$ cat config.mk
export PLATFORM = sky130hd
export DESIGN_NAME = adc_sample_convert_control
export DESIGN_NICKNAME = d
export VERILOG_FILES = /design/src/adc_ctrl_pkg.sv /design/src/format_if.sv /design/src/result_formatter.sv /design/src/conv_clock_divider.sv /design/src/adc_sample_convert_control.sv
export SDC_FILE = /design/constraint.sdc
export NUM_CORES = 1
export LEC_CHECK = 0
export BUFFER_PORTS_ARGS = -buffer_cell sky130_fd_sc_hd__buf_2
export CAP_MARGIN = 20
export CELL_PAD_IN_SITES_DETAIL_PLACEMENT = 1
export CELL_PAD_IN_SITES_GLOBAL_PLACEMENT = 2
export CORE_MARGIN = 2
export CORE_UTILIZATION = 36
export DETAILED_ROUTE_END_ITERATION = 8
export PLACE_DENSITY_LB_ADDON = 0.1
export SLEW_MARGIN = 20
export SYNTH_ARGS = -nofsm -noshare
export SYNTH_HDL_FRONTEND = slang
export SYNTH_SLANG_ARGS = --single-unit
$ cat constraint.sdc
create_clock -name pclk -period 2.19 [get_ports pclk]
set_clock_uncertainty 0.15 [all_clocks]
set_input_delay 0.219 -clock pclk [delete_from_list [all_inputs] [get_ports pclk]]
set_output_delay 0.219 -clock pclk [all_outputs]
set_load 0.005 [all_outputs]
$ cat src/adc_ctrl_pkg.sv
package adc_ctrl_pkg;

  // ==========================================================================
  // Register map (byte addresses on the APB)
  // ==========================================================================
  localparam int             ADDR_W       = 8;
  localparam logic [7:0]     OFF_CON1     = 8'h00;
  localparam logic [7:0]     OFF_CON2     = 8'h04;
  localparam logic [7:0]     OFF_CON3     = 8'h08;
  localparam logic [7:0]     OFF_BUF      = 8'h40;  // 16 result words, 0x40..0x7C
  localparam logic [15:0]    CON_RST      = 16'h0000;

  // ==========================================================================
  // Control word one fields
  // ==========================================================================
  localparam int BIT_ON        = 15;
  localparam int BIT_HALT_IDLE = 13;
  localparam int BIT_WIDE      = 10;
  localparam int BIT_FORM_LO   = 8;
  localparam int BIT_TRIG_LO   = 5;
  localparam int BIT_SIMUL     = 3;
  localparam int BIT_AUTO      = 2;
  localparam int BIT_SAMPLE    = 1;
  localparam int BIT_DONE      = 0;

  // Control word two / three fields
  localparam int BIT_CHAN_LO   = 8;
  localparam int BIT_SPI_LO    = 2;
  localparam int BIT_SAMC_LO   = 8;
  localparam int BIT_DIV_LO    = 0;

  // ==========================================================================
  // Field widths and sizes
  // ==========================================================================
  localparam int FORM_W   = 2;
  localparam int TRIG_W   = 3;
  localparam int CHAN_W   = 2;
  localparam int SPI_W    = 4;
  localparam int SAMC_W   = 5;
  localparam int DIV_W    = 8;
  localparam int RAW_W    = 12;
  localparam int NARROW_W = 10;
  localparam int WORD_W   = 16;
  localparam int BUF_DEPTH = 16;
  localparam int PTR_W    = 4;
  localparam int NUM_SH   = 4;

  // ==========================================================================
  // Encodings
  // ==========================================================================
  localparam logic [2:0] TRIG_MANUAL = 3'h0;
  localparam logic [2:0] TRIG_EXTPIN = 3'h1;
  localparam logic [2:0] TRIG_TIMER3 = 3'h2;
  localparam logic [2:0] TRIG_PWM1   = 3'h3;
  localparam logic [2:0] TRIG_PWM2   = 3'h5;
  localparam logic [2:0] TRIG_AUTO   = 3'h7;

  localparam logic [1:0] FMT_INT   = 2'h0;
  localparam logic [1:0] FMT_SINT  = 2'h1;
  localparam logic [1:0] FMT_FRAC  = 2'h2;
  localparam logic [1:0] FMT_SFRAC = 2'h3;

  typedef enum logic [1:0] {SEQ_IDLE, SEQ_SAMPLE, SEQ_START, SEQ_WAIT} seq_state_t;

endpackage

$ cat src/format_if.sv
`timescale 1ns/1ps
// ============================================================================
// Raw sample in, justified result word out
// ============================================================================
interface format_if;
  import adc_ctrl_pkg::*;
  logic [RAW_W-1:0]  raw;
  logic              wide;
  logic [FORM_W-1:0] format;
  logic [WORD_W-1:0] word;
  modport src (output raw, output wide, output format, input word);
  modport fmt (input raw, input wide, input format, output word);
endinterface

$ cat src/result_formatter.sv
`timescale 1ns/1ps
// ============================================================================
// Result justification
// ============================================================================
module result_formatter
  import adc_ctrl_pkg::*;
(
  format_if.fmt f
);
  localparam int NPAD = WORD_W - NARROW_W;
  localparam int WPAD = WORD_W - RAW_W;

  logic [NARROW_W-1:0] d10;
  logic [RAW_W-1:0]    d12;
  logic                s10;
  logic                s12;

  // Sign is the inverted top data bit
  assign d10 = f.raw[NARROW_W-1:0];
  assign d12 = f.raw;
  assign s10 = ~d10[NARROW_W-1];
  assign s12 = ~d12[RAW_W-1];

  // Four layouts per resolution
  always_comb begin
    if (f.wide) begin
      case (f.format)
        FMT_INT:  f.word = {{WPAD{1'b0}}, d12};
        FMT_SINT: f.word = {{(WPAD+1){s12}}, d12[RAW_W-2:0]};
        FMT_FRAC: f.word = {d12, {WPAD{1'b0}}};
        default:  f.word = {s12, d12[RAW_W-2:0], {WPAD{1'b0}}};
      endcase
    end else begin
      case (f.format)
        FMT_INT:  f.word = {{NPAD{1'b0}}, d10};
        FMT_SINT: f.word = {{(NPAD+1){s10}}, d10[NARROW_W-2:0]};
        FMT_FRAC: f.word = {d10, {NPAD{1'b0}}};
        default:  f.word = {s10, d10[NARROW_W-2:0], {NPAD{1'b0}}};
      endcase
    end
  end
endmodule // result_formatter

$ cat src/conv_clock_divider.sv
`timescale 1ns/1ps
// ============================================================================
// Conversion clock period enable
// ============================================================================
module conv_clock_divider
  import adc_ctrl_pkg::*;
#(
  parameter int W = DIV_W
) (
  input  wire logic         pclk,
  input  wire logic         presetn,
  input  wire logic         enable,
  input  wire logic [W-1:0] divide,
  output logic              tick
);
  logic [W-1:0] cnt_reg;

  // One tick every divide+1 cycles; restarts when disabled
  always_ff @(posedge pclk or negedge presetn) begin
    if (!presetn) begin
      cnt_reg <= '0;
    end else if (!enable || cnt_reg == divide) begin
      cnt_reg <= '0;
    end else begin
      cnt_reg <= cnt_reg + 1'b1;
    end
  end

  assign tick = enable && (cnt_reg == divide);
endmodule // conv_clock_divider

$ cat src/adc_sample_convert_control.sv
`timescale 1ns/1ps
// How it works
// Wide select gives 12-bit single channel
// Resolution changes only while converter off
// On bit runs converter, resets off
// Halt-in-idle freezes sequencer during idle
// 10-bit results in four layouts
// 12-bit results in same four layouts
// Trigger field picks sample-ending event
// Simultaneous bit tracks channels together
// Simultaneous bit reads zero when wide
// Auto start resamples after each sequence
// Sample bit shows tracking, software sets
// Manual clear or trigger ends sampling
// Done set at finish, cleared on start
// Software clears done, conversions unaffected
// Wide mode never samples several channels
// Results kept in sixteen-word buffer
// Software configures first, then enables
// Channel count converts one, two, four
// Auto sample time counts conversion clocks
// Conversion clock is divider plus one
// Interrupt every Nth finished sequence
// Off converter ignores triggers and sample-bit writes
// Trigger ends sampling, conversion next cycle
module adc_sample_convert_control
  import adc_ctrl_pkg::*;
(
  input  wire logic              pclk,
  input  wire logic              presetn,
  input  wire logic              psel,
  input  wire logic              penable,
  input  wire logic              pwrite,
  input  wire logic [ADDR_W-1:0] paddr,
  input  wire logic [31:0]       pwdata,
  output logic      [31:0]       prdata,
  output logic                   pready,
  output logic                   pslverr,
  input  wire logic              idle_mode,
  input  wire logic              external_interrupt_pin_zero,
  input  wire logic              timer3_match,
  input  wire logic              pwm1_interval,
  input  wire logic              pwm2_interval,
  output logic      [NUM_SH-1:0] track_mask,
  output logic                   convert_start,
  output logic      [CHAN_W-1:0] convert_channel,
  input  wire logic              convert_done,
  input  wire logic [RAW_W-1:0]  convert_data,
  output logic                   converter_interrupt_flag
);

  // ==========================================================================
  // Declarations
  // ==========================================================================
  logic              on_reg, halt_idle_reg, wide_reg, simul_reg, auto_reg, done_reg;
  logic [FORM_W-1:0] format_reg;
  logic [TRIG_W-1:0] trig_reg;
  logic [CHAN_W-1:0] chan_reg;
  logic [SPI_W-1:0]  spi_reg, seq_cnt_reg;
  logic [SAMC_W-1:0] samc_reg, sample_active_cnt_reg;
  logic [DIV_W-1:0]  div_reg;
  logic [PTR_W-1:0]  wr_ptr_reg;
  logic [CHAN_W-1:0] chan_idx_reg, last_idx;
  logic [WORD_W-1:0] buf_reg [BUF_DEPTH];
  logic [NUM_SH-1:0] used_mask, track_next;
  seq_state_t        state_reg, state_next;
  logic              ext_prev_reg, ext_rise, hw_trig, trigger_hit, running, tick;
  logic              apb_wr, wr_con1, sw_set_sample, sw_clear_sample, store, seq_end;
  logic              mapped, is_buf;
  logic [WORD_W-1:0] con1_read, rd_word;
  logic [31:0]       prdata_reg;
  logic              pslverr_reg, irq_reg, start_reg;

  format_if fbus ();
  result_formatter u_fmt (.f(fbus));

  // Divider only runs while sampling so the sample time starts clean
  conv_clock_divider #(.W(DIV_W)) u_div (
    .pclk    (pclk),
    .presetn (presetn),
    .enable  (state_reg == SEQ_SAMPLE && running),
    .divide  (div_reg),
    .tick    (tick)
  );

  // ==========================================================================
  // APB decode
  // ==========================================================================
  assign is_buf  = paddr[ADDR_W-1:PTR_W+2] == OFF_BUF[ADDR_W-1:PTR_W+2];
  assign mapped  = (paddr[1:0] == 2'h0) &&
                   (paddr == OFF_CON1 || paddr == OFF_CON2 || paddr == OFF_CON3 || is_buf);
  assign apb_wr  = psel && penable && pwrite && mapped;
  assign wr_con1 = apb_wr && paddr == OFF_CON1;
  assign pready  = 1'b1;  // Zero wait states, read data latched in setup

  // Software sample-bit actions only count while running
  assign sw_set_sample   = wr_con1 && pwdata[BIT_SAMPLE] && !auto_reg;
  assign sw_clear_sample = wr_con1 && !pwdata[BIT_SAMPLE];

  // Control word one readback; sample bit mirrors the tracking phase
  always_comb begin
    con1_read                              = CON_RST;
    con1_read[BIT_ON]                      = on_reg;
    con1_read[BIT_HALT_IDLE]               = halt_idle_reg;
    con1_read[BIT_WIDE]                    = wide_reg;
    con1_read[BIT_FORM_LO +: FORM_W]       = format_reg;
    con1_read[BIT_TRIG_LO +: TRIG_W]       = trig_reg;
    con1_read[BIT_SIMUL]                   = simul_reg && !wide_reg;
    con1_read[BIT_AUTO]                    = auto_reg;
    con1_read[BIT_SAMPLE]                  = state_reg == SEQ_SAMPLE;
    con1_read[BIT_DONE]                    = done_reg;
  end

  // Read mux; channel count reads zero in wide mode
  always_comb begin
    rd_word = CON_RST;
    if (paddr == OFF_CON1) begin
      rd_word = con1_read;
    end else if (paddr == OFF_CON2) begin
      rd_word[BIT_CHAN_LO +: CHAN_W] = wide_reg ? '0 : chan_reg;
      rd_word[BIT_SPI_LO +: SPI_W]   = spi_reg;
    end else if (paddr == OFF_CON3) begin
      rd_word[BIT_SAMC_LO +: SAMC_W] = samc_reg;
      rd_word[BIT_DIV_LO +: DIV_W]   = div_reg;
    end else if (is_buf) begin
      rd_word = buf_reg[paddr[PTR_W+1:2]];
    end
  end

  // Read data and error captured in the setup cycle
  always_ff @(posedge pclk or negedge presetn) begin
    if (!presetn) begin
      prdata_reg  <= '0;
      pslverr_reg <= 1'b0;
    end else if (psel && !penable) begin
      prdata_reg  <= (mapped && !pwrite) ? {16'h0000, rd_word} : '0;
      pslverr_reg <= !mapped;
    end
  end
  assign prdata  = prdata_reg;
  assign pslverr = pslverr_reg;

  // ==========================================================================
  // Configuration registers
  // ==========================================================================
  always_ff @(posedge pclk or negedge presetn) begin
    if (!presetn) begin
      on_reg        <= 1'b0;
      halt_idle_reg <= 1'b0;
      wide_reg      <= 1'b0;
      format_reg    <= '0;
      trig_reg      <= TRIG_MANUAL;
      simul_reg     <= 1'b0;
      auto_reg      <= 1'b0;
    end else if (wr_con1) begin
      on_reg        <= pwdata[BIT_ON];
      halt_idle_reg <= pwdata[BIT_HALT_IDLE];
      // Resolution change while on would corrupt a sequence, so ignored
      if (!on_reg) begin
        wide_reg <= pwdata[BIT_WIDE];
      end
      format_reg    <= pwdata[BIT_FORM_LO +: FORM_W];
      trig_reg      <= pwdata[BIT_TRIG_LO +: TRIG_W];
      simul_reg     <= pwdata[BIT_SIMUL];
      auto_reg      <= pwdata[BIT_AUTO];
    end
  end

  // Control words two and three
  always_ff @(posedge pclk or negedge presetn) begin
    if (!presetn) begin
      chan_reg <= '0;
      spi_reg  <= '0;
      samc_reg <= '0;
      div_reg  <= '0;
    end else if (apb_wr && paddr == OFF_CON2) begin
      chan_reg <= pwdata[BIT_CHAN_LO +: CHAN_W];
      spi_reg  <= pwdata[BIT_SPI_LO +: SPI_W];
    end else if (apb_wr && paddr == OFF_CON3) begin
      samc_reg <= pwdata[BIT_SAMC_LO +: SAMC_W];
      div_reg  <= pwdata[BIT_DIV_LO +: DIV_W];
    end
  end

  // ==========================================================================
  // Trigger selection
  // ==========================================================================
  assign running  = on_reg && !(halt_idle_reg && idle_mode);
  assign ext_rise = external_interrupt_pin_zero && !ext_prev_reg;

  always_ff @(posedge pclk or negedge presetn) begin
    if (!presetn) begin
      ext_prev_reg <= 1'b0;
    end else begin
      ext_prev_reg <= external_interrupt_pin_zero;
    end
  end

  // Reserved codes never end sampling
  always_comb begin
    case (trig_reg)
      TRIG_MANUAL: hw_trig = sw_clear_sample;
      TRIG_EXTPIN: hw_trig = ext_rise;
      TRIG_TIMER3: hw_trig = timer3_match;
      TRIG_PWM1:   hw_trig = pwm1_interval;
      TRIG_PWM2:   hw_trig = pwm2_interval;
      TRIG_AUTO:   hw_trig = sample_active_cnt_reg >= samc_reg;
      default:     hw_trig = 1'b0;
    endcase
  end
  assign trigger_hit = state_reg == SEQ_SAMPLE && running && hw_trig;

  // Sample time in conversion clock periods
  always_ff @(posedge pclk or negedge presetn) begin
    if (!presetn) begin
      sample_active_cnt_reg <= '0;
    end else if (state_reg != SEQ_SAMPLE) begin
      sample_active_cnt_reg <= '0;
    end else if (tick && sample_active_cnt_reg < samc_reg) begin
      sample_active_cnt_reg <= sample_active_cnt_reg + 1'b1;
    end
  end

  // ==========================================================================
  // Sequencer
  // ==========================================================================
  assign last_idx = wide_reg ? '0 : (chan_reg[1] ? 2'h3 : {1'b0, chan_reg[0]});
  assign store    = state_reg == SEQ_WAIT && running && convert_done;
  assign seq_end  = store && chan_idx_reg == last_idx;

  always_comb begin
    state_next = state_reg;
    if (!on_reg) begin
      state_next = SEQ_IDLE;
    end else if (running) begin
      case (state_reg)
        SEQ_IDLE:   if (sw_set_sample || auto_reg) state_next = SEQ_SAMPLE;
        SEQ_SAMPLE: if (trigger_hit) state_next = SEQ_START;
        SEQ_START:  state_next = SEQ_WAIT;
        SEQ_WAIT: begin
          if (seq_end) begin
            state_next = auto_reg ? SEQ_SAMPLE : SEQ_IDLE;
          end else if (store) begin
            state_next = SEQ_START;
          end
        end
        default:    state_next = SEQ_IDLE;
      endcase
    end
  end

  // Held in place while halted in idle
  always_ff @(posedge pclk or negedge presetn) begin
    if (!presetn) begin
      state_reg <= SEQ_IDLE;
    end else begin
      state_reg <= state_next;
    end
  end

  // Channel walk through one sequence
  always_ff @(posedge pclk or negedge presetn) begin
    if (!presetn) begin
      chan_idx_reg <= '0;
    end else if (state_next == SEQ_SAMPLE || state_next == SEQ_IDLE) begin
      chan_idx_reg <= '0;
    end else if (store && !seq_end) begin
      chan_idx_reg <= chan_idx_reg + 1'b1;
    end
  end

  // Start strobe and channel for the analog core
  always_ff @(posedge pclk or negedge presetn) begin
    if (!presetn) begin
      start_reg       <= 1'b0;
      convert_channel <= '0;
    end else begin
      start_reg       <= state_next == SEQ_START && state_reg != SEQ_START;
      convert_channel <= (state_next == SEQ_SAMPLE) ? '0 :
                         ((store && !seq_end) ? chan_idx_reg + 1'b1 : chan_idx_reg);
    end
  end
  assign convert_start = start_reg;

  // Tracking mask; wide mode has a single amplifier
  assign used_mask  = chan_reg[1] ? 4'hF : (chan_reg[0] ? 4'h3 : 4'h1);
  assign track_next = (state_next != SEQ_SAMPLE) ? 4'h0 :
                      ((simul_reg && !wide_reg) ? used_mask : 4'h1);
  always_ff @(posedge pclk or negedge presetn) begin
    if (!presetn) begin
      track_mask <= '0;
    end else begin
      track_mask <= track_next;
    end
  end

  // Completion flag: hardware set beats every clear
  always_ff @(posedge pclk or negedge presetn) begin
    if (!presetn) begin
      done_reg <= 1'b0;
    end else if (seq_end) begin
      done_reg <= 1'b1;
    end else if (state_reg == SEQ_START && chan_idx_reg == '0 && running) begin
      done_reg <= 1'b0;
    end else if (wr_con1 && !pwdata[BIT_DONE]) begin
      done_reg <= 1'b0;
    end
  end

  // ==========================================================================
  // Result buffer and sequence count
  // ==========================================================================
  assign fbus.raw    = convert_data;
  assign fbus.wide   = wide_reg;
  assign fbus.format = format_reg;

  // Fill restarts at word zero after each interrupt
  always_ff @(posedge pclk or negedge presetn) begin
    if (!presetn) begin
      wr_ptr_reg  <= '0;
      seq_cnt_reg <= '0;
      irq_reg     <= 1'b0;
    end else begin
      irq_reg <= seq_end && seq_cnt_reg == spi_reg;
      if (seq_end && seq_cnt_reg == spi_reg) begin
        wr_ptr_reg  <= '0;
        seq_cnt_reg <= '0;
      end else begin
        if (store) wr_ptr_reg <= wr_ptr_reg + 1'b1;
        if (seq_end) seq_cnt_reg <= seq_cnt_reg + 1'b1;
      end
    end
  end
  assign converter_interrupt_flag = irq_reg;

  // One entry per generated slot
  for (genvar i = 0; i < BUF_DEPTH; i++) begin : g_buf
    always_ff @(posedge pclk or negedge presetn) begin
      if (!presetn) begin
        buf_reg[i] <= '0;
      end else if (store && wr_ptr_reg == PTR_W'(i)) begin
        buf_reg[i] <= fbus.word;
      end
    end
  end
endmodule // adc_sample_convert_control

* Word-level counts from Yosys, hierarchy flattened
Index checks and enable logic that the tools add are counted.
** Operators by class
- Equal/unequal tests :: 36
- Add/sub/neg operators :: 5
- Reduce and logical (&&, ||, !) cells :: 76
- Mux-type cells :: 45
- Bitwise gates (word level) :: 5
- $lt $le $gt $ge :: 3
** Operator list (number)
- 16-bit 2-to-1 mux :: 6
- 16-bit case mux with 3 select lines :: 2
- 16-bit binary-select mux with 4-bit select :: 1
- 1-bit logical AND :: 45
- 4-bit == test (second input constant) :: 8
- 2-bit 2-to-1 mux :: 16
- 4-bit 2-to-1 mux :: 8
- 4-bit by 3-bit == test with 1-bit output (second input constant) :: 4
- 13-bit 2-to-1 mux :: 1
- 1-bit logical NOT :: 11
- 2-bit logical NOT :: 5
- 5-bit 2-to-1 mux :: 2
- 4-bit by 1-bit adder with 4-bit output (second input constant) :: 2
- 8-bit by 1-bit adder with 8-bit output (second input constant) :: 1
- 2-bit by 1-bit == test with 1-bit output (second input constant) :: 4
- 2-bit == test (second input constant) :: 4
- 4-bit by 2-bit == test with 1-bit output (second input constant) :: 2
- 8-bit by 3-bit == test with 1-bit output (second input constant) :: 1
- 8-bit by 4-bit == test with 1-bit output (second input constant) :: 1
- 8-bit == test :: 1
- 8-bit logical NOT :: 1
- 8-bit 2-to-1 mux :: 1
- 2-bit case mux with 4 select lines :: 1
- 3-bit by 2-bit == test with 1-bit output (second input constant) :: 2
- other kinds (24) :: 40
** Storage, ports and cells
- Word-level logic and storage cells :: 211
- Bits in registers :: 353
- Output and inout bits :: 42
- Bits of input ports :: 63

* Longest topological paths before layout
Gate-level depths: netlist of the first run.
- Word-level depth :: 17
- Gate-level depth with buffers :: 9
- Gate-level depth less buffers :: 7

* Modules after synthesis
From an unflattened synthesis of the first run, not the netlist that was laid out.
** Unflattened totals
- Cells, all modules :: 1146
- Area total of the unflattened synthesis :: 16126.7 um^2
** Modules (own cells, without submodules)
- adc_sample_convert_control :: cells an instance 1049, instances 1, seq. area each 8207.9 um^2, area each 15290.9 um^2
- conv_clock_divider :: cells an instance 46, instances 1, seq. area each 200.2 um^2, area each 500.5 um^2
- result_formatter :: cells an instance 51, instances 1, seq. area each 0.0 um^2, area each 335.3 um^2

* Worst setup path before layout of the first run
No wires, ideal clock.
- Path type :: input to register
- Start :: in paddr[2]
- End :: reg prdata_reg[9] (netlist: prdata[9])
- Arrival :: 1.939 ns
- Setup time :: 0.134 ns
- Path slack :: -0.034 ns
- Data required time :: 1.906 ns
- Buffers on the path :: 3
- Stages :: 7
- Cell sequence :: buf_2 > buf_2 > buf_2 > mux4_2 > a22o_1 > a221oi_1 > o211ai_1
** Between the ends
- Word-level cells in the longest chain between the ends :: 9
- Elaborated cells between the ends (all ways) :: 17
- Classes of those cells :: eq/ne: 2; mux: 8; bitwise: 1; reduce/logical: 6
** Ends and longest elaborated chain
- from (decl) :: line adc_sample_convert_control.sv:34 : input wire logic [ADDR_W-1:0] paddr,
- 4-bit inverter with 5-bit output (implied by the code) :: line adc_sample_convert_control.sv:126 : rd_word = buf_reg[paddr[PTR_W+1:2]];
- 16-bit binary-select mux with 4-bit select :: line adc_sample_convert_control.sv:126
- 16-bit 2-to-1 mux (implied by the code) (2 in a row) :: line adc_sample_convert_control.sv:126
- 16-bit 2-to-1 mux :: line adc_sample_convert_control.sv:125 : end else if (is_buf) begin
- 13-bit 2-to-1 mux :: line adc_sample_convert_control.sv:122 : end else if (paddr == OFF_CON3) begin
- 2-bit 2-to-1 mux :: line adc_sample_convert_control.sv:119 : end else if (paddr == OFF_CON2) begin
- 16-bit 2-to-1 mux :: line adc_sample_convert_control.sv:117 : if (paddr == OFF_CON1) begin
- 16-bit 2-to-1 mux (*) :: line adc_sample_convert_control.sv:136 : prdata_reg <= (mapped && !pwrite) ? {16'h0000, rd_word} : '0;
- to (signal assigned) :: line adc_sample_convert_control.sv:136
- to (decl) :: line adc_sample_convert_control.sv:71 : logic [31:0] prdata_reg;
Mark *: on every way between the ends. The rest lies on a longest branch, timed or not. The select of a mux whose other input is x is not followed.
A chain may end at the register's enable or synchronous reset.

* Final worst setup path of the first run
- Start :: reg samc_reg[2]
- End :: reg track_mask[1]
** Between the ends
- Word-level cells in the longest chain between the ends :: 9
** Ends and longest elaborated chain
- from (decl) :: line adc_sample_convert_control.sv:60 : logic [SAMC_W-1:0] samc_reg, sample_active_cnt_reg;
- from (signal assigned) :: line adc_sample_convert_control.sv:180 : samc_reg <= pwdata[BIT_SAMC_LO +: SAMC_W];
- 5-bit greater-or-equal comparator :: line adc_sample_convert_control.sv:207 : TRIG_AUTO: hw_trig = sample_active_cnt_reg >= samc_reg;
- 1-bit case mux with 6 select lines :: line adc_sample_convert_control.sv:201 : case (trig_reg)
- 1-bit logical AND :: line adc_sample_convert_control.sv:211 : assign trigger_hit = state_reg == SEQ_SAMPLE && running && hw_trig;
- 2-bit 2-to-1 mux :: line adc_sample_convert_control.sv:238 : SEQ_SAMPLE: if (trigger_hit) state_next = SEQ_START;
- 2-bit case mux with 4 select lines :: line adc_sample_convert_control.sv:236 : case (state_reg)
- 2-bit 2-to-1 mux :: line adc_sample_convert_control.sv:235 : end else if (running) begin
- 2-bit 2-to-1 mux :: line adc_sample_convert_control.sv:233 : if (!on_reg) begin
- 2-bit by 1-bit != test with 1-bit output :: line adc_sample_convert_control.sv:287 : assign track_next = (state_next != SEQ_SAMPLE) ? 4'h0 :
- 4-bit 2-to-1 mux :: line adc_sample_convert_control.sv:287
- net track_next[1] :: line adc_sample_convert_control.sv:65 : logic [NUM_SH-1:0] used_mask, track_next;
- to (signal assigned) :: line adc_sample_convert_control.sv:293 : track_mask <= track_next;
- to (decl) :: line adc_sample_convert_control.sv:44 : output logic [NUM_SH-1:0] track_mask,
The timed path passes the listed nets, and every way through them passes these cells.

==> results of run 1 <==
layout by cell type (no fill, tap or decap), drive strengths merged, types with 3 or more instances in the layout:
master       count
dfrtp          336
nand2          327
nor2b           10
conb            17
nand4           15
and4             3
nor4             4
o21ai          277
dlygate4sd3     20
and3             6
clkinv           7
xnor2            9
a221oi           5
nand2b           6
ha              13
a21o             6
nor3             3
buf            187
o2111ai          6
a22o             7
o221ai           5
o211ai           9
mux2i           10
and2             4
clkbuf          63
a22oi            4
a32oi            7
mux2            27
nor3b            4
nand3           29
xor2            14
inv             22
nor2            25
mux4            74
a21oi           22
per-layer routing:
metal | vias to the layer above | part of all wire [%] | GRT usage [%]
met5 | - | 0 | 0
met4 | 0 | 2.1 | 6.02
met2 | 164 | 49 | 38.3
met3 | 57 | 3.1 | 3.33
met1 | 5706 | 46 | 30.3
li1 | 5319 | - | -
stage by stage:
stage          hold WS [ns]  cell area, sq um
2_1_floorplan        -0.227             15500
3_3_place_gp        -0.0226             17100
3_5_place_dp        -0.0245             17100
4_1_cts             0.00641             18600
5_1_grt              0.0637             18700
6_report             0.0284             18700
cells by family after synthesis:
| group | after synthesis | synth area share [%] |
|---|---|---|
| AOI/OAI and AO/OA | 361 | 13.1 |
| and+or+nand+nor | 446 | 12.5 |
| buffers and inverters | 145 | 4.18 |
| xor gates and xnor gates | 23 | 1.30 |
| other | 2 | 0.0486 |
| muxes | 111 | 13.4 |
| adders and majority gates | 13 | 1.05 |
| DFF | 336 | 54.4 |
cell type report:
type,instances,area (sq um)
Fill cell,4576,23400
Tap cell,539,674
Inverter,21,78.8
Sequential cell,336,8410
Multi-Input combinational cell,972,6560
Clock buffer,63,1240
Clock inverter,9,77.6
Timing Repair Buffer,207,1690
worst max-delay path, stage by stage (launching register included):
cell and delay [ns]:
dfrtp_1 0.39, inv_2 0.07, ha_4 0.26, nand4_1 0.12, o221ai_2 0.24, o2111ai_4 0.20, a311o_2 0.51, and3b_1 0.19
worst min path at each step:
| stage | start | slack (ns) | endpoint |
|---|---|---|---|
| 6_report | convert_done | 0.03 | wr_ptr_reg[0]$_DFFE_PN0P_ |
| 5_1_grt | convert_done | 0.06 | wr_ptr_reg[0]$_DFFE_PN0P_ |
| 4_1_cts | convert_done | 0.006 | wr_ptr_reg[0]$_DFFE_PN0P_ |
| 3_5_place_dp | presetn | -0.02 | seq_cnt_reg[1]$_DFFE_PN0P_ |
| 3_3_place_gp | presetn | -0.02 | seq_cnt_reg[3]$_DFFE_PN0P_ |
| 2_1_floorplan | presetn | -0.23 | auto_reg$_DFFE_PN0N_ |
cell usage after synthesis, drive strengths merged (10+ instances only):
cell type	instances
dfrtp	336
nand2	327
o21ai	277
clkbuf	85
mux4	74
buf	39
nand3	29
mux2	27
nor2	25
a21oi	22
inv	20
nand4	15
xor2	14
ha	13
mux2i	10
nor2b	10
power by group through the flow:
stage	combinational, mW	clock (mW)	sequential, mW
detailed placement	0.636	0	6.34
CTS	0.674	6.90	6.23
floorplan	0.265	0	6.34
global route	0.727	7.12	6.23
global placement	0.633	0	6.34
finish	0.660	6.68	6.23
repair_timing:
item / 4_1_cts / 5_1_grt
cloned: 0 / 1
resized for setup: 1 / 17
endpoints found under the setup margin: 5 / 102
setup buffers: 0 / 4
pin swaps: 0 / 7
hold buffers: 21 / 0
endpoints found under the hold margin: 374 / 0
==> flow_summary.json, run 1 <==
{
  "status": "finished, violations left",
  "violations": "setup timing",
  "p_sw_share_pct": 23.0,
  "p_clk_share_pct": 49.2,
  "io_pins": 105,
  "p_leak_nw": 8.49,
  "combPwrFrac_pct": 4.9,
  "slew_headroom_pct": 61.5,
  "avgRoutedWirePerCell_um": 22.7,
  "r2r-end": "track_mask[1]$_DFF_PN0_",
  "post-route-drc-count": 0,
  "max_cap_violations": 0,
  "antennaDiodeCount": 0,
  "die_y_um": 211,
  "ff2ff_setup_slack_ns": -0.06,
  "internal_power_mw": 10.4,
  "post-route-period-util_pct": 103,
  "synth_top_cell_area_share_pct": 54.4,
  "viasPerCell": 5.24,
  "ys_seq_area_share_pct": 54.4,
  "hold-path-cell-count": 5,
  "synth_area_sq_mm": 0.0155,
  "start_util_pct": 36.7,
  "p_seq_share_pct": 45.9,
  "place_congestion": 0.813,
  "io_buffers": 70,
  "syn_avg_cell_area_sq_um": 10.8,
  "total_power_mw": 13.6,
  "drtPass1Iterations": 4,
  "cts_root_buffer": "clkbuf_16",
  "required_ns": 2.48,
  "reg2reg_from": "samc_reg[2]$_DFFE_PN0P_",
  "antenna_found_initial": 0,
  "dp_hpwl_um": 31100,
  "synth_edf_count": 0,
  "crit_path_start": "samc_reg[2]$_DFFE_PN0P_",
  "cp_max_fo": 5,
  "ys_types": 61,
  "dp_slack_ns": -0.195,
  "grt_pass1_vias": 12000,
  "drive_above_1_share_pct": 23.3,
  "cp-end-kind": "flip-flop",
  "crit_arrival_ns": 2.54,
  "fp.dieArea_sq_mm": 0.0446,
  "wirelength_um": 48800,
  "ant_nets": 0,
  "synth_area_leader_cell": "dfrtp_1",
  "cts_sinks": 336,
  "rsz0062_at_grt": "yes",
  "ys_ff_latch": 336,
  "worstSetupPathType": "flip-flop to flip-flop",
  "fin_util_pct": 44.4,
  "setup_violations": 5,
  "dp_cells": 2049,
  "grt_overflow": 0,
  "coreArea_sq_mm": 0.0421,
  "power_switching_mw": 3.13,
  "drtIter0Drc": 521,
  "setup_slack_ns": -0.0643,
  "fin_cells": 2147,
  "finalHoldViolCount": 0,
  "rr_worst_depth": 7,
  "cp-start-kind": "flip-flop",
  "async_flop_share_pct": 100,
  "clk-insertion-delay-late_ns": 0.56,
  "fmax_mhz": 444,
  "via_count": 11200,
  "finalNetCount": 1654,
  "htreeDepth": 2,
  "ys.flop_type": "dfrtp_1",
  "tritoncts": "built",
  "fp.dieW_um": 211,
  "clkTransAtPathRegs_ns": 0.06,
  "ys_warn_count": 0,
  "worst_slew_pin_slew_ns": 0.572,
  "synthCells": 1437,
  "worst_hold_path_type": "input pin to flip-flop",
  "ir_drop_v": 0.000598,
  "fp-row-count": 75,
  "cts_made_buffers": 40,
  "grt_max_degree": 64,
  "grt_pass1_wl_um": 75300,
  "cellPowerDensity_mw_per_mm2": 725,
  "largest_reg_flops": 256,
  "area_growth_syn_to_layout_pct": 21.2,
  "fin_crit_ns": 2.25,
  "fin_tns_setup_ns": -0.203,
  "cp-endpoint": "track_mask[1]$_DFF_PN0_",
  "cts.path.max_buffers": 3,
  "slew_viol_final": 0,
  "yosys-top-cells-area": "dfrtp_1 54%, mux4_2 11%, o21ai_0 9.0%",
  "grtUsageTotal_pct": 22.6
}
(Power assumes the default switching activity.)
==> run 2: changes to the inputs <==
--- a/config.mk
+++ b/config.mk
@@ -5,13 +5,14 @@
 export SDC_FILE = /design/constraint.sdc
 export NUM_CORES = 1
 export LEC_CHECK = 0
-export BUFFER_PORTS_ARGS = -buffer_cell sky130_fd_sc_hd__buf_2
+export BUFFER_PORTS_ARGS = -buffer_cell sky130_fd_sc_hd__buf_4
 export CAP_MARGIN = 20
 export CELL_PAD_IN_SITES_DETAIL_PLACEMENT = 1
 export CELL_PAD_IN_SITES_GLOBAL_PLACEMENT = 2
 export CORE_MARGIN = 2
 export CORE_UTILIZATION = 36
 export DETAILED_ROUTE_END_ITERATION = 8
+export MAX_ROUTING_LAYER = met4
 export PLACE_DENSITY_LB_ADDON = 0.1
 export SLEW_MARGIN = 20
 export SYNTH_ARGS = -nofsm -noshare
==> flow_summary.json, run 2 (same netlist as run 1, synthesis figures left out) <==
{
  "cp_max_fo": 5,
  "cts.path.max_buffers": 3,
  "status": "completed",
  "setup_slack_ns": 0.0364,
  "final_cell_mix": "336 x dfrtp_1, 327 x nand2_1, 276 x o21ai_0",
  "slew_headroom_pct": 60.3,
  "required_ns": 2.48,
  "crit_arrival_ns": 2.44,
  "via_count": 11300,
  "grt_overflow": 0,
  "layout_commonest_cell": "dfrtp_1",
  "wirelength_um": 48900,
  "clk-insertion-delay-late_ns": 0.56,
  "worst_hold_path_type": "input pin to asynchronous set/reset pin",
  "dp_slack_ns": -0.210,
  "fin_crit_ns": 2.15,
  "finalNetCount": 1661,
  "fmax_mhz": 464,
  "rr_worst_depth": 8,
  "grtUsageTotal_pct": 23.4,
  "fp.dieW_um": 211,
  "largest_reg_flops": 256,
  "io_pins": 105,
  "fp-row-count": 75,
  "coreArea_sq_mm": 0.0421,
  "cts_made_buffers": 41,
  "grt_pass1_vias": 12300,
  "dp_hpwl_um": 31400,
  "worst_slew_pin_slew_ns": 0.594,
  "fp.dieArea_sq_mm": 0.0446,
  "worstSetupPathType": "flip-flop to flip-flop",
  "tritoncts": "built",
  "cts_root_buffer": "clkbuf_16",
  "clkTransAtPathRegs_ns": 0.06,
  "htreeDepth": 2,
  "io_buffers": 70,
  "cp-end-kind": "flip-flop",
  "cts_sinks": 336,
  "post-route-period-util_pct": 98.3,
  "cellPowerDensity_mw_per_mm2": 732,
  "antenna_found_initial": 0,
  "slew_viol_final": 0,
  "place_congestion": 0.813,
  "ant_nets": 0,
  "drtIter0Drc": 452,
  "antennaDiodeCount": 0,
  "setup_violations": 0,
  "viasPerCell": 5.25,
  "dpl_cell_area_sq_mm": 0.0174,
  "ff2ff_setup_slack_ns": 0.04,
  "drive_above_1_share_pct": 23.3,
  "area_growth_syn_to_layout_pct": 23.2,
  "cp-start-kind": "flip-flop",
  "p_leak_nw": 8.63,
  "post-route-drc-count": 0,
  "die_y_um": 211,
  "drtPass1Iterations": 4,
  "reg2reg_from": "samc_reg[3]$_DFFE_PN0P_",
  "grt_max_degree": 67,
  "avgRoutedWirePerCell_um": 22.7,
  "finalHoldViolCount": 0,
  "fin_area_sq_mm": 0.0190,
  "max_cap_violations": 0,
  "r2r-end": "track_mask[0]$_DFF_PN0_",
  "start_util_pct": 36.7,
  "grt_pass1_wl_um": 75500,
  "fill_cells": 4521,
  "ir_drop_v": 0.000476
}
==> run 2: cell count changes in the layout (fill, tap and decap cells not counted), sizes merged <==
cell	delta
bufinv	+4
clkinvlp	+1
clkbuf	-9
clkinv	+1
buf	+6
==> run 2: worst max-delay path by stage <==
stage                                        from                      end  cells after the start
after global placement                   paddr[1]  track_mask[2]$_DFF_PN0_                      6
after floorplan                          paddr[4]  track_mask[2]$_DFF_PN0_                      7
after global routing      samc_reg[1]$_DFFE_PN0P_  track_mask[0]$_DFF_PN0_                      8
final                     samc_reg[3]$_DFFE_PN0P_  track_mask[0]$_DFF_PN0_                      8
after detailed placement                 paddr[1]  track_mask[2]$_DFF_PN0_                      6
after CTS                 samc_reg[4]$_DFFE_PN0P_  track_mask[1]$_DFF_PN0_                      7
==> run 2: layer usage <==
metal  GRT usage (%)  vias up  share of wire [%]
met5               -        -                  0
met4            6.75        0                2.9
met3            3.46       80                3.0
met2            39.0      178                 49
met1            29.7     5702                 45
li1                -     5334                  -
==> run 2: what timing repair did <==
action / in CTS / in global routing
setup buffers: 0 / 2
gates resized for setup: 1 / 8
pin swaps: 0 / 6
endpoints found under the hold margin: 376 / 0
cloned: 0 / 1
hold buffers: 20 / 0
setup endpoints to repair: 4 / 9
==> run 2: where the power goes <==
part	switching, mW	internal [mW]
registers	0.0118	6.22
logic	0.424	0.263
clock network	2.70	4.31
total	3.14	10.8
==> run 2: critical path, stage by stage (launching register included) <==
cell and delay, ns:
dfrtp_1 0.35, inv_1 0.05, ha_1 0.30, nand4_1 0.16, o221ai_2 0.19, o2111ai_2 0.13, buf_4 0.18, a311o_1 0.36
and2_1 0.17
==> run 2: cell type report <==
class	instances	area, sq um	area share, %
sequential	336	8410	44.2
multi-input combinational	972	6490	34.1
timing repair buffer	213	2010	10.6
clock inverter	15	210	1.10
inverter	21	78.8	0.414
tap	539	674	3.54
clock buffer	54	1160	6.12
==> run 2: metrics by stage <==
step | util, % | TNS (ns) | total power [mW] | cells | hold WS [ns]
global placement | 41.3 | -1.64 | 7.01 | 2058 | 0.0191
global route | 45.2 | -0.113 | 14.4 | 2150 | 0.0431
finish | 45.2 | 0 | 13.9 | 2150 | 0.0352
floorplan | - | 0 | 6.61 | 1452 | -0.227
detailed placement | 41.3 | -2.30 | 7.01 | 2058 | 0.0305
CTS | 45.1 | 0 | 14.1 | 2147 | 0.0136
